### config.mk
export PLATFORM = sky130hd
export DESIGN_NAME = imd_decoder
export DESIGN_NICKNAME = d
export VERILOG_FILES = /design/src/verilog/imd_pkg.sv /design/src/verilog/imd_decoder.sv
export SDC_FILE = /design/constraint.sdc
export NUM_CORES = 1
export LEC_CHECK = 0
export ABC_AREA = 1
export BUFFER_PORTS_ARGS = -buffer_cell sky130_fd_sc_hd__buf_2
export CAP_MARGIN = 20
export CORE_MARGIN = 2
export CORE_UTILIZATION = 50
export CTS_CLUSTER_DIAMETER = 120
export DETAILED_ROUTE_END_ITERATION = 7
export GPL_TIMING_DRIVEN = 0
export PLACE_DENSITY = 0.77
export SYNTH_ARGS = -nofsm -noshare
export SYNTH_HDL_FRONTEND = slang
export SYNTH_SLANG_ARGS = --single-unit
### constraint.sdc
create_clock -name CLK_SYS -period 1.92 [get_ports CLK_SYS]
set_input_delay 0.192 -clock CLK_SYS [delete_from_list [all_inputs] [get_ports CLK_SYS]]
set_output_delay 0.192 -clock CLK_SYS [all_outputs]
set_load 0.05 [all_outputs]
### src/verilog/imd_pkg.sv
// package: constants and carrier types for the internal memory map decoder
package imd_pkg;
  localparam int          ADDR_W        = 32;
  localparam logic [31:0] BLOCK_SIZE    = 32'h0040_0000; // 4-Mbyte block
  localparam int          BLOCK_SHIFT   = 22;
  localparam int          BASE_SEL_W    = 3;              // eight candidate bases
  localparam int          OFF_W         = 22;
  // region offsets within the block
  localparam logic [21:0] FLASH_A_LO    = 22'h00_0000;
  localparam logic [21:0] FLASH_A_HI    = 22'h07_FFFF;
  localparam logic [21:0] FLASH_B_HI    = 22'h0F_FFFF;
  localparam logic [21:0] FLASH_RSV_HI  = 22'h2F_7FFF;
  localparam logic [21:0] DECOMPRESSION_RAM_LO     = 22'h2F_8000;
  localparam logic [21:0] DECOMPRESSION_RAM_HI     = 22'h2F_8FFF;
  localparam logic [21:0] BBU_CTL_LO    = 22'h2F_A000;
  localparam logic [21:0] BBU_CTL_HI    = 22'h2F_BFFF;
  localparam logic [21:0] SIU_CTL_LO    = 22'h2F_C000;
  localparam logic [21:0] SIU_CTL_HI    = 22'h2F_FFFF;
  localparam logic [21:0] IMB_LO        = 22'h30_0000;
  localparam logic [21:0] IMB_HI        = 22'h30_7FFF;
  localparam logic [21:0] LCTL_LO       = 22'h38_0000;
  localparam logic [21:0] LCTL_HI       = 22'h38_00FF;
  localparam logic [21:0] LCTL_RSV_LO   = 22'h38_0100;
  localparam logic [21:0] LCTL_RSV_HI   = 22'h38_3FFF;
  localparam logic [21:0] CAL_LO        = 22'h3F_7000;
  localparam logic [21:0] CAL_HI        = 22'h3F_FFFF;   // 36 Kbytes
  localparam int          CAL_BLK_SHIFT = 13;             // 8-Kbyte protection blocks
  localparam int          CAL_BLK_W     = 3;              // blocks over 0x3F0000..0x3FFFFF
  localparam int          SPR_WAIT      = 2;              // burst-buffer register cycles

  typedef enum logic [3:0] {
    IMD_TGT_NONE, IMD_TGT_FLASH_A, IMD_TGT_FLASH_B, IMD_TGT_DECOMPRESSION_RAM, IMD_TGT_BBU_CTL,
    IMD_TGT_SIU_CTL, IMD_TGT_IMB, IMD_TGT_LCTL, IMD_TGT_CALIBRATION_SRAM, IMD_TGT_RESERVED, IMD_TGT_EXTERNAL
  } imd_target_t;

  typedef enum logic [1:0] {IMD_EXC_NONE, IMD_EXC_DSI, IMD_EXC_MCHK} imd_exc_t;

  typedef struct packed {
    logic [ADDR_W-1:0] addr;
    logic              write;
    logic              from_core;
    logic              overlay;
    logic              data_reloc;
  } imd_req_t;

  typedef struct packed {
    logic              valid;
    imd_target_t       target;
    logic [OFF_W-1:0]  offset;
    logic              error;
    imd_exc_t          exc;
  } imd_rsp_t;

  typedef enum logic {IMD_ST_IDLE, IMD_ST_SPR} imd_phase_t;
endpackage

### src/verilog/imd_decoder.sv
// internal memory map decoder: region select, wait for burst-buffer registers, exception pick
//
// Contract
// - decode one 4-Mbyte relocatable internal block
// - base is one of first eight aligned blocks
// - flash halves low, then reserved flash area
// - calibration sram routed to the L-bus
// - 32-Kbyte control area in three parts
// - burst-buffer and system-integration control ranges
// - bridge peripherals in 32-Kbyte window
// - 256-byte L-bus control window
// - L-bus control remainder is reserved
// - 4-Kbyte decompression ram mapped as memory
// - burst-buffer register accesses take two cycles
// - calibration sram protection in 8-Kbyte blocks
// - disallowed core non-overlay access gives data-storage
// - overlay or non-core disallowed gives machine-check
// - data-storage only while data-relocation bit set
`timescale 1ns/1ps
module imd_decoder
  import imd_pkg::*;
(
  input  wire logic                  CLK_SYS,
  input  wire logic                  RESET,
  input  wire logic [BASE_SEL_W-1:0] BASE_SEL,
  input  wire logic                  REQ_VALID,
  input  wire imd_req_t              REQ,
  input  wire logic [7:0]            CAL_PROTECT,
  output logic                       REQ_READY,
  output imd_rsp_t                   RSP,
  output logic                       EXT_VALID,
  output logic [ADDR_W-1:0]          EXT_ADDR
);

  typedef struct packed {
    imd_phase_t          phase;
    imd_req_t            held;
    logic                ready;
    imd_rsp_t            rsp;
    logic                ext_valid;
    logic [ADDR_W-1:0]   ext_addr;
  } imd_state_t;

  imd_state_t st_q;
  imd_state_t st_d;

  // inclusive range test on block offsets, used for every region except the upper flash half and reserved flash area
  function automatic logic in_rng(input logic [OFF_W-1:0] o, input logic [OFF_W-1:0] lo,
                                  input logic [OFF_W-1:0] hi);
    in_rng = (o >= lo) && (o <= hi);
  endfunction

  // region lookup; gaps inside the block fall to reserved so they can never reach a target
  function automatic imd_target_t region(input logic [OFF_W-1:0] o);
    if (in_rng(o, FLASH_A_LO, FLASH_A_HI))       region = IMD_TGT_FLASH_A;
    else if (o <= FLASH_B_HI)                    region = IMD_TGT_FLASH_B;
    else if (o <= FLASH_RSV_HI)                  region = IMD_TGT_RESERVED;
    else if (in_rng(o, DECOMPRESSION_RAM_LO, DECOMPRESSION_RAM_HI))    region = IMD_TGT_DECOMPRESSION_RAM;
    else if (in_rng(o, BBU_CTL_LO, BBU_CTL_HI))  region = IMD_TGT_BBU_CTL;
    else if (in_rng(o, SIU_CTL_LO, SIU_CTL_HI))  region = IMD_TGT_SIU_CTL;
    else if (in_rng(o, IMB_LO, IMB_HI))          region = IMD_TGT_IMB;
    else if (in_rng(o, LCTL_LO, LCTL_HI))        region = IMD_TGT_LCTL;
    else if (in_rng(o, LCTL_RSV_LO, LCTL_RSV_HI)) region = IMD_TGT_RESERVED;
    else if (in_rng(o, CAL_LO, CAL_HI))          region = IMD_TGT_CALIBRATION_SRAM;
    else                                         region = IMD_TGT_RESERVED;
  endfunction

  logic [OFF_W-1:0]     off;
  logic                 hit;
  imd_target_t          tgt;
  logic [CAL_BLK_W-1:0] cal_blk;
  logic                 cal_deny;
  imd_exc_t             exc;

  // the block claims an address only when its top bits match the chosen base
  assign hit = (REQ.addr[ADDR_W-1:BLOCK_SHIFT] == {{(ADDR_W-BLOCK_SHIFT-BASE_SEL_W){1'h0}}, BASE_SEL});
  assign off = REQ.addr[OFF_W-1:0];
  assign tgt = hit ? region(off) : IMD_TGT_EXTERNAL;
  // one protection bit per 8-Kbyte block of the calibration area
  assign cal_blk  = off[CAL_BLK_SHIFT+CAL_BLK_W-1:CAL_BLK_SHIFT];
  assign cal_deny = (tgt == IMD_TGT_CALIBRATION_SRAM) && CAL_PROTECT[cal_blk];

  // exception choice; core non-overlay denial is silent unless data relocation is on
  always_comb begin
    exc = IMD_EXC_NONE;
    if (cal_deny) begin
      if (REQ.overlay || !REQ.from_core) begin
        exc = IMD_EXC_MCHK;
      end else if (REQ.data_reloc) begin
        exc = IMD_EXC_DSI;
      end
    end
  end

  // next state: one answer per taken request, burst-buffer registers answered a cycle late
  always_comb begin
    st_d               = st_q;
    st_d.rsp.valid     = 1'h0;
    st_d.ext_valid     = 1'h0;
    unique case (st_q.phase)
      IMD_ST_IDLE: begin
        if (REQ_VALID && st_q.ready) begin
          if (tgt == IMD_TGT_EXTERNAL) begin
            st_d.ext_valid = 1'h1;
            st_d.ext_addr  = REQ.addr;
          end else if (tgt == IMD_TGT_BBU_CTL) begin
            // park the request; the previous answer fields stand until the late answer replaces them
            st_d.phase = IMD_ST_SPR;
            st_d.held  = REQ;
            st_d.ready = 1'h0;
          end else begin
            st_d.rsp.valid  = 1'h1;
            st_d.rsp.target = tgt;
            st_d.rsp.offset = off;
            st_d.rsp.error  = (tgt == IMD_TGT_RESERVED) || cal_deny;
            st_d.rsp.exc    = exc;
          end
        end
      end
      IMD_ST_SPR: begin
        // second cycle: answer from the parked request and reopen the port
        // requests in the wait are refused, not queued, so no buffer is needed
        st_d.phase      = IMD_ST_IDLE;
        st_d.ready      = 1'h1;
        st_d.rsp.valid  = 1'h1;
        st_d.rsp.target = IMD_TGT_BBU_CTL;
        st_d.rsp.offset = st_q.held.addr[OFF_W-1:0];
        st_d.rsp.error  = 1'h0;
        st_d.rsp.exc    = IMD_EXC_NONE;
      end
    endcase
  end

  // single register stage holds the whole state
  always_ff @(posedge CLK_SYS) begin
    if (RESET) begin
      st_q       <= '0;
      st_q.phase <= IMD_ST_IDLE;
      st_q.ready <= 1'h1;
    end else begin
      st_q <= st_d;
    end
  end

  assign REQ_READY = st_q.ready;
  assign RSP       = st_q.rsp;
  assign EXT_VALID = st_q.ext_valid;
  assign EXT_ADDR  = st_q.ext_addr;

  // a request that the block claims in this cycle, shared by the checks below
  logic take_in;
  assign take_in = REQ_VALID && REQ_READY && hit;
endmodule

### Yosys cells after proc, flatten, opt, wreduce, memory -nomap -nowiden

Cells that the tools add are included.

| storage, ports and cells | value |
|---|---|
| bits in registers | 101 |
| latch bits | 0 |
| RAM bits | 0 |
| bits in read-only memories | 0 |
| output and inout port bits | 64 |
| word-level logic and storage cells | 86 |
| memories kept | 0 |

| cells by class | value |
|---|---|
| add/sub/neg operators | 0 |
| multiply operators | 0 |
| div/mod/pow operators | 0 |
| magnitude comparators | 19 |
| equality and inequality tests | 9 |
| shift operators | 0 |
| muxes and demuxes | 23 |
| bitwise logic cells | 3 |
| reduce and logical (&&, ||, !) cells | 18 |

Operators with widths:

| cell | number |
|---|---|
| 22-bit <= comparator, second input constant | 8 |
| 22-bit greater-or-equal comparator, second input constant | 7 |
| 101-bit 2-to-1 mux | 1 |
| 68-bit 2-to-1 mux | 1 |
| 31-bit one-hot mux with 2 select lines | 1 |
| 38-bit 2-to-1 mux | 1 |
| 4-bit 2-to-1 mux | 9 |
| 33-bit 2-to-1 mux | 1 |
| 30-bit 2-to-1 mux | 1 |
| 22-bit by 1-bit greater-or-equal comparator with 1-bit output, second input constant | 1 |
| 22-bit by 19-bit <= comparator with 1-bit output, second input constant | 1 |
| 22-bit by 20-bit <= comparator with 1-bit output, second input constant | 1 |
| 4-bit == test, second input constant | 3 |
| 10-bit by 3-bit == test with 1-bit output | 1 |
| 1-bit logical AND | 10 |
| 3-bit AND reduction | 3 |
| 2-bit inequality test, second input constant | 4 |
| 4-bit by 3-bit == test with 1-bit output, second input constant | 1 |
| 3-bit by 4-bit less-than comparator with 1-bit output, second input constant | 1 |
| 1-bit 2-to-1 mux | 4 |
| 2-bit 2-to-1 mux | 2 |
| 4-bit AND reduction | 1 |
| 1-bit binary-select mux with 3-bit select | 1 |
| 1-bit inverter | 3 |
| other kinds (4) | 5 |

### Logic depth before layout (Yosys ltp)

| logic depth | value |
|---|---|
| depth after elaboration | 20 |
| depth in mapped cells | 16 |
| mapped depth without buffers | 15 |

### Worst setup path after synthesis

OpenSTA, ideal clock, no wires.

| path | value |
|---|---|
| path kind | register to register |
| start point | register st_q, in the netlist REQ_READY |
| end point | register st_q, in the netlist REQ_READY |
| setup time | 0.138 ns |
| data arrival time | 1.752 ns |
| required time | 1.782 ns |
| setup slack | 0.030 ns |
| stages on the path, launching flop included | 7 |
| buffers on the path | 1 |
| cells stage by stage | dfxtp_1 -> nand2_1 -> nor2_1 -> nand2_1 -> nor3_4 -> buf_4 -> o21ai_0 |

| on the way | value |
|---|---|
| cells in the longest elaborated chain, start to end | 3 |

Ends and longest elaborated chain:

| item | line | source |
|---|---|---|
| from (decl) | imd_decoder.sv:44 | `imd_state_t st_q;` |
| from (signal assigned) | imd_decoder.sv:141 | `st_q <= st_d;` |
| 1-bit logical AND | -- |  |
| 2-bit inequality test (no line) | -- |  |
| 3-bit AND reduction (no line) | -- |  |

Every way passes these cells.
A chain may end at the register's enable or synchronous reset.

### Worst setup path in the final report

| path | value |
|---|---|
| start point | input port REQ[25] (netlist name) |
| end point | register st_q, in the netlist RSP[19] |

| on the way | value |
|---|---|
| cells in the longest elaborated chain, start to end | 16 |
| elaborated cells between the ends (all ways) | 42 |

Ends and longest elaborated chain:

| item | line | source |
|---|---|---|
| from (decl) | imd_decoder.sv:27 | `input wire imd_req_t REQ,` |
| 22-bit greater-or-equal comparator / 22-bit <= comparator (equally long branches) | imd_decoder.sv:50 | `in_rng = (o >= lo) && (o <= hi);` |
| 1-bit logical AND | imd_decoder.sv:50 |  |
| 1-bit 2-to-1 mux | imd_decoder.sv:64 | `else if (in_rng(o, CAL_LO, CAL_HI)) region = IMD_TGT_CALIBRATION_SRAM;` |
| 1-bit 2-to-1 mux | imd_decoder.sv:63 | `else if (in_rng(o, LCTL_RSV_LO, LCTL_RSV_HI)) region = IMD_TGT_RESERVED;` |
| 4-bit 2-to-1 mux | imd_decoder.sv:62 | `else if (in_rng(o, LCTL_LO, LCTL_HI)) region = IMD_TGT_LCTL;` |
| 4-bit 2-to-1 mux | imd_decoder.sv:61 | `else if (in_rng(o, IMB_LO, IMB_HI)) region = IMD_TGT_IMB;` |
| 4-bit 2-to-1 mux | imd_decoder.sv:60 | `else if (in_rng(o, SIU_CTL_LO, SIU_CTL_HI)) region = IMD_TGT_SIU_CTL;` |
| 4-bit 2-to-1 mux | imd_decoder.sv:59 | `else if (in_rng(o, BBU_CTL_LO, BBU_CTL_HI)) region = IMD_TGT_BBU_CTL;` |
| 4-bit 2-to-1 mux | imd_decoder.sv:58 | `else if (in_rng(o, DECOMPRESSION_RAM_LO, DECOMPRESSION_RAM_HI)) region = IMD_TGT_DECOMPRESSION_RAM;` |
| 4-bit 2-to-1 mux | imd_decoder.sv:57 | `else if (o <= FLASH_RSV_HI) region = IMD_TGT_RESERVED;` |
| 4-bit 2-to-1 mux | imd_decoder.sv:56 | `else if (o <= FLASH_B_HI) region = IMD_TGT_FLASH_B;` |
| 4-bit 2-to-1 mux (*) | imd_decoder.sv:55 | `if (in_rng(o, FLASH_A_LO, FLASH_A_HI)) region = IMD_TGT_FLASH_A;` |
| 4-bit 2-to-1 mux (*) | imd_decoder.sv:78 | `assign tgt = hit ? region(off) : IMD_TGT_EXTERNAL;` |
| 4-bit by 3-bit == test with 1-bit output / 4-bit == test (equally long branches) | imd_decoder.sv:106, imd_decoder.sv:103 |  |
| 2-bit inequality test (no line) | -- |  |
| 3-bit AND reduction (no line) (*) | -- |  |

Mark *: on every way between the ends. The rest lies on a longest branch, timed or not.

==> impl.org <==
** Status
- Outcome :: completed

** Clock network
- Clk pin slew, worst setup/hold paths :: ~0.08 ns
- The H-tree generated during clock tree synthesis spans 3 levels.
- TritonCTS built the clock tree.
- The number of hold buffers added after CTS was 0.
- CTS sink count :: 87
- Clock buffer count from CTS :: 9
- Clock latency of the later-clocked register in the worst-skew pair :: roughly 0.36 ns
- The clock passes through at most 2 buffers.
- Root buffer cell :: sky130_fd_sc_hd__clkbuf_8

** Power
- VDD sags by at most between 400 and 500 uV.
- Fraction of power consumed by the clock network :: 34.9%
- In this run switching power makes up ~28% of total power.
- For this design the total switching power over the nets is around 1.1 mW.
- Part of the total power dissipated in combinational logic :: 15.1%
- After layout, the design draws a total of ~3.8 mW.
- Internal power component :: ~2.7 mW
- Leakage power summed over all cells :: 2.691 nW
- Sequential cells account for 49.9% of the total power.
- Ratio of total power to cell area :: roughly 720 nW/um^2

** Floorplanning
- Once the floorplan was initialized, standard cells occupied between 50% and 60% of the core.
- Core Footprint :: between 8000 and 9000 sq um
- Die height :: 96.07 microns
- Cell row count :: 33
- The die covers 9228 sq um.
- For this design the top-level I/O count stands at approximately 110.
- The die is ~96 microns wide.

** Worst setup path
- Launching element type of the critical path :: input pin
- Counting both buffers and inverters, the worst setup path holds a total of 4.
- Worst reg2reg path depth :: 9
- Cell at the slowest stage of the critical path :: sky130_fd_sc_hd__buf_2
- Grouping stages by cell kind, the critical path spends the most delay in simple AND/OR/NAND/NOR gates.
- The critical path crosses 15 cells after its start point.
- STA classifies the critical path endpoint as a flip-flop.
- Arrival time of the worst setup path :: between 2 and 2.5 ns
- In this run the critical register-to-register path is launched from REQ_READY.
- Crit-path max FO :: 10
- Register-to-Register Setup Slack :: about 0.14 ns
- The worst register-to-register path ends at RSP[19].
- Cells along the critical path :: buf_2, inv_1, nor2_2, nand4_1, nand3_1, nor2_1, nor2_4, nand3_2, nor2_2, nor2_4, buf_4, nand2_1, nand3_1, nand2_1, inv_1
- Following the worst setup path forward leads to its endpoint at RSP[19].
- STA puts the critical path data required time at approximately 2.2 ns.
- Critical path start-end classification :: in2reg
- Startpoint of the worst setup timing path :: REQ[25]
- For this run, the slowest stage of the critical path takes 0.19 ns.

** Cells and area
- At the end of the flow, the number of nets in the layout was about 770.
- In the final layout, the share of cells above drive strength 1 is between 30% and 40%.
- The finished layout holds between 800 and 900 standard cells, fillers aside.
- Across the whole layout, storage elements account for roughly 1700 sq um.
- The multi-input combinational cells in the finished layout cover a total of 1710 sq um.
- The number of antenna diodes in the final layout is 0.
- Leaving out fill and tap cells, the most frequent cell in the layout is sky130_fd_sc_hd__buf_2.
- The area growth from synthesis to layout is 23.03%.
- Counting the fill cells in the layout gives between 700 and 800.
- Highest-count cells in the layout ignoring fill and taps :: 115 x sky130_fd_sc_hd__buf_2, 94 x sky130_fd_sc_hd__nand2_1, 87 x sky130_fd_sc_hd__dfxtp_1

** Job
- The tool flagged a number of max-cap violations equal to 0.

** Yosys
- The synthesized netlist contains 26 unique library cells.
- Post-Synthesis Mean Instance Area :: between 7 and 8 sq um
- Sequential cells were found to cover between 40 and 50% of the synthesized design area.
- In this run, synthesis produced a sequential element count of slightly below 90.
- Post-Syn Nets :: roughly 650
- Yosys printed 0 warnings.
- The cell count after synthesis came out at roughly 600.
- After synthesis the cells add up to ~4200 sq um.

** GRT
- Via count of the first global-routing pass :: around 4000
- Initial antenna violation count :: 0
- Global routing used a little over a quarter of the available tracks.
- Global-route wire length before repair :: between 15000 and 20000 microns
- The total overflow left after global routing is 0.
- Entering global routing, the biggest net connects 14 pins.

** Route
- Via count normalized by instance count :: roughly 5.2
- Detailed routing inserted a total of approximately 4300 vias.
- For this run, the detailed router's first-pass iteration total came to 5.
- First DRT Iteration DRCs :: 282
- In the final routed layout, each cell accounts on average for ~14 microns.
- After detailed routing, the number of remaining DRC violations is 0.
- Post-DRT Antenna Nets :: 0
- Total detailed-routing wirelength :: roughly 12000 microns

** Place
- During placement, the flow inserted port buffers numbering ~110.
- Detailed placement finished with a half-perimeter wire length of just under 9000 microns.
- Placed cells :: between 800 and 900
- Weighted congestion at the end of routability-driven global placement :: ~0.91

** Timing
- The max-slew violation total from the final report is 0.
- Timing would allow up to roughly 530 MHz.
- Hold is met by 0.09083 ns.
- Least-Margin Pin Slew :: approximately 0.52 ns
- Setup violations remaining at the end of the flow were counted as 0.
- The final critical path takes up between 90 and 100% of the cycle.
- Count of final hold-check violations :: 0
- Final min period :: 1.883 ns
- Headroom to the max-slew limit :: roughly two thirds
- The clock arrives with 0.01209 ns of skew.

** Hold path
- Class of the worst hold path :: in2reg
-- worst min-delay path by stage --
stage	startpoint	to	depth (start not counted)
after floorplan	REQ[5]	st_q[69]	2
after global placement	REQ[33]	EXT_ADDR[29]	3
after detailed placement	st_q[82]	st_q[82]	2
after CTS	REQ[32]	EXT_ADDR[28]	3
after global routing	REQ[33]	EXT_ADDR[29]	3
final	REQ[32]	EXT_ADDR[28]	3
-- worst min-delay path, cell delays in order --
cell,delay [ns]
sky130_fd_sc_hd__buf_2,0.09
sky130_fd_sc_hd__inv_1,0.06
sky130_fd_sc_hd__a21oi_1,0.06
-- power by group through the flow --
stage	Clock (mW)	Sequential, mW	Combinational (mW)
floorplan	0	1.91	0.384
global placement	0	1.91	0.546
detailed placement	0	1.92	0.555
CTS	1.31	1.87	0.559
global route	1.38	1.88	0.609
finish	1.31	1.87	0.569
-- registers in the layout (all words and copies together), names as in the netlist --
| name | flops |
|---|---|
| st_q | 23 |
| RSP | 30 |
| EXT_VALID | 1 |
| EXT_ADDR | 32 |
| REQ_READY | 1 |
-- synth_stat cells (all sizes together) --
library cell	n	area share, %
a21oi	46	5.4
xnor2	1	0.21
nand4	11	1.6
dfxtp	87	41
buf	72	12
nor2	75	7.1
o41ai	2	0.41
nor3	8	1.2
nand2	100	9.1
o21ai	48	5.7
clkbuf	19	1.7
o21a	7	1.2
clkinv	1	0.088
inv	58	5.1
a31oi	1	0.15
nand3	62	7.4
-- metal layers --
| metal | track usage [%] | up-vias | part of all wire, % |
|---|---|---|---|
| li1 | - | 2108 | - |
| met5 | 0 | - | 0 |
| met4 | 10.71 | 0 | 2.5 |
| met1 | 33.90 | 1983 | 43 |
| met3 | 5.168 | 30 | 7.5 |
| met2 | 43.40 | 190 | 47 |
-- logic make-up after synthesis --
group	Yosys count	share of synthesized area [%]
simple gates	256	26.48
xor+xnor	1	0.2067
compound gates	104	12.90
flops	87	41.10
buf+inv	150	19.31
-- repair_timing --
| item | 4_1_cts | 5_1_grt |
|---|---|---|
| gates resized for setup | 1 | 21 |
| endpoints found under the setup margin | 1 | 77 |
| buffers inserted | 0 | 3 |
| pin swaps | 0 | 2 |
-- through the flow --
stage / setup TNS [ns] / setup slack, ns / area [sq um] / utilization (%)
2_1_floorplan: 0 / 0.03004 / 4238 / -
3_3_place_gp: -21.35 / -0.3134 / 4925 / 59.94
3_5_place_dp: -22.44 / -0.3885 / 4925 / 59.94
4_1_cts: 0 / 0.07457 / 5125 / 62.37
5_1_grt: -0.01422 / -0.009592 / 5214 / 63.45
6_report: 0 / 0.03710 / 5214 / 63.45
-- final cells by class --
type / instances / share of cell area [%]
clock inverters: 3 / 0.8399
flip-flops and latches: 87 / 33.41
inverters: 59 / 4.320
multi-input cells: 361 / 32.81
plain buffers: 91 / 11.64
clock buffers: 11 / 2.904
well taps: 105 / 2.520
repair buffers: 114 / 11.57
(Power assumes the default switching activity.)
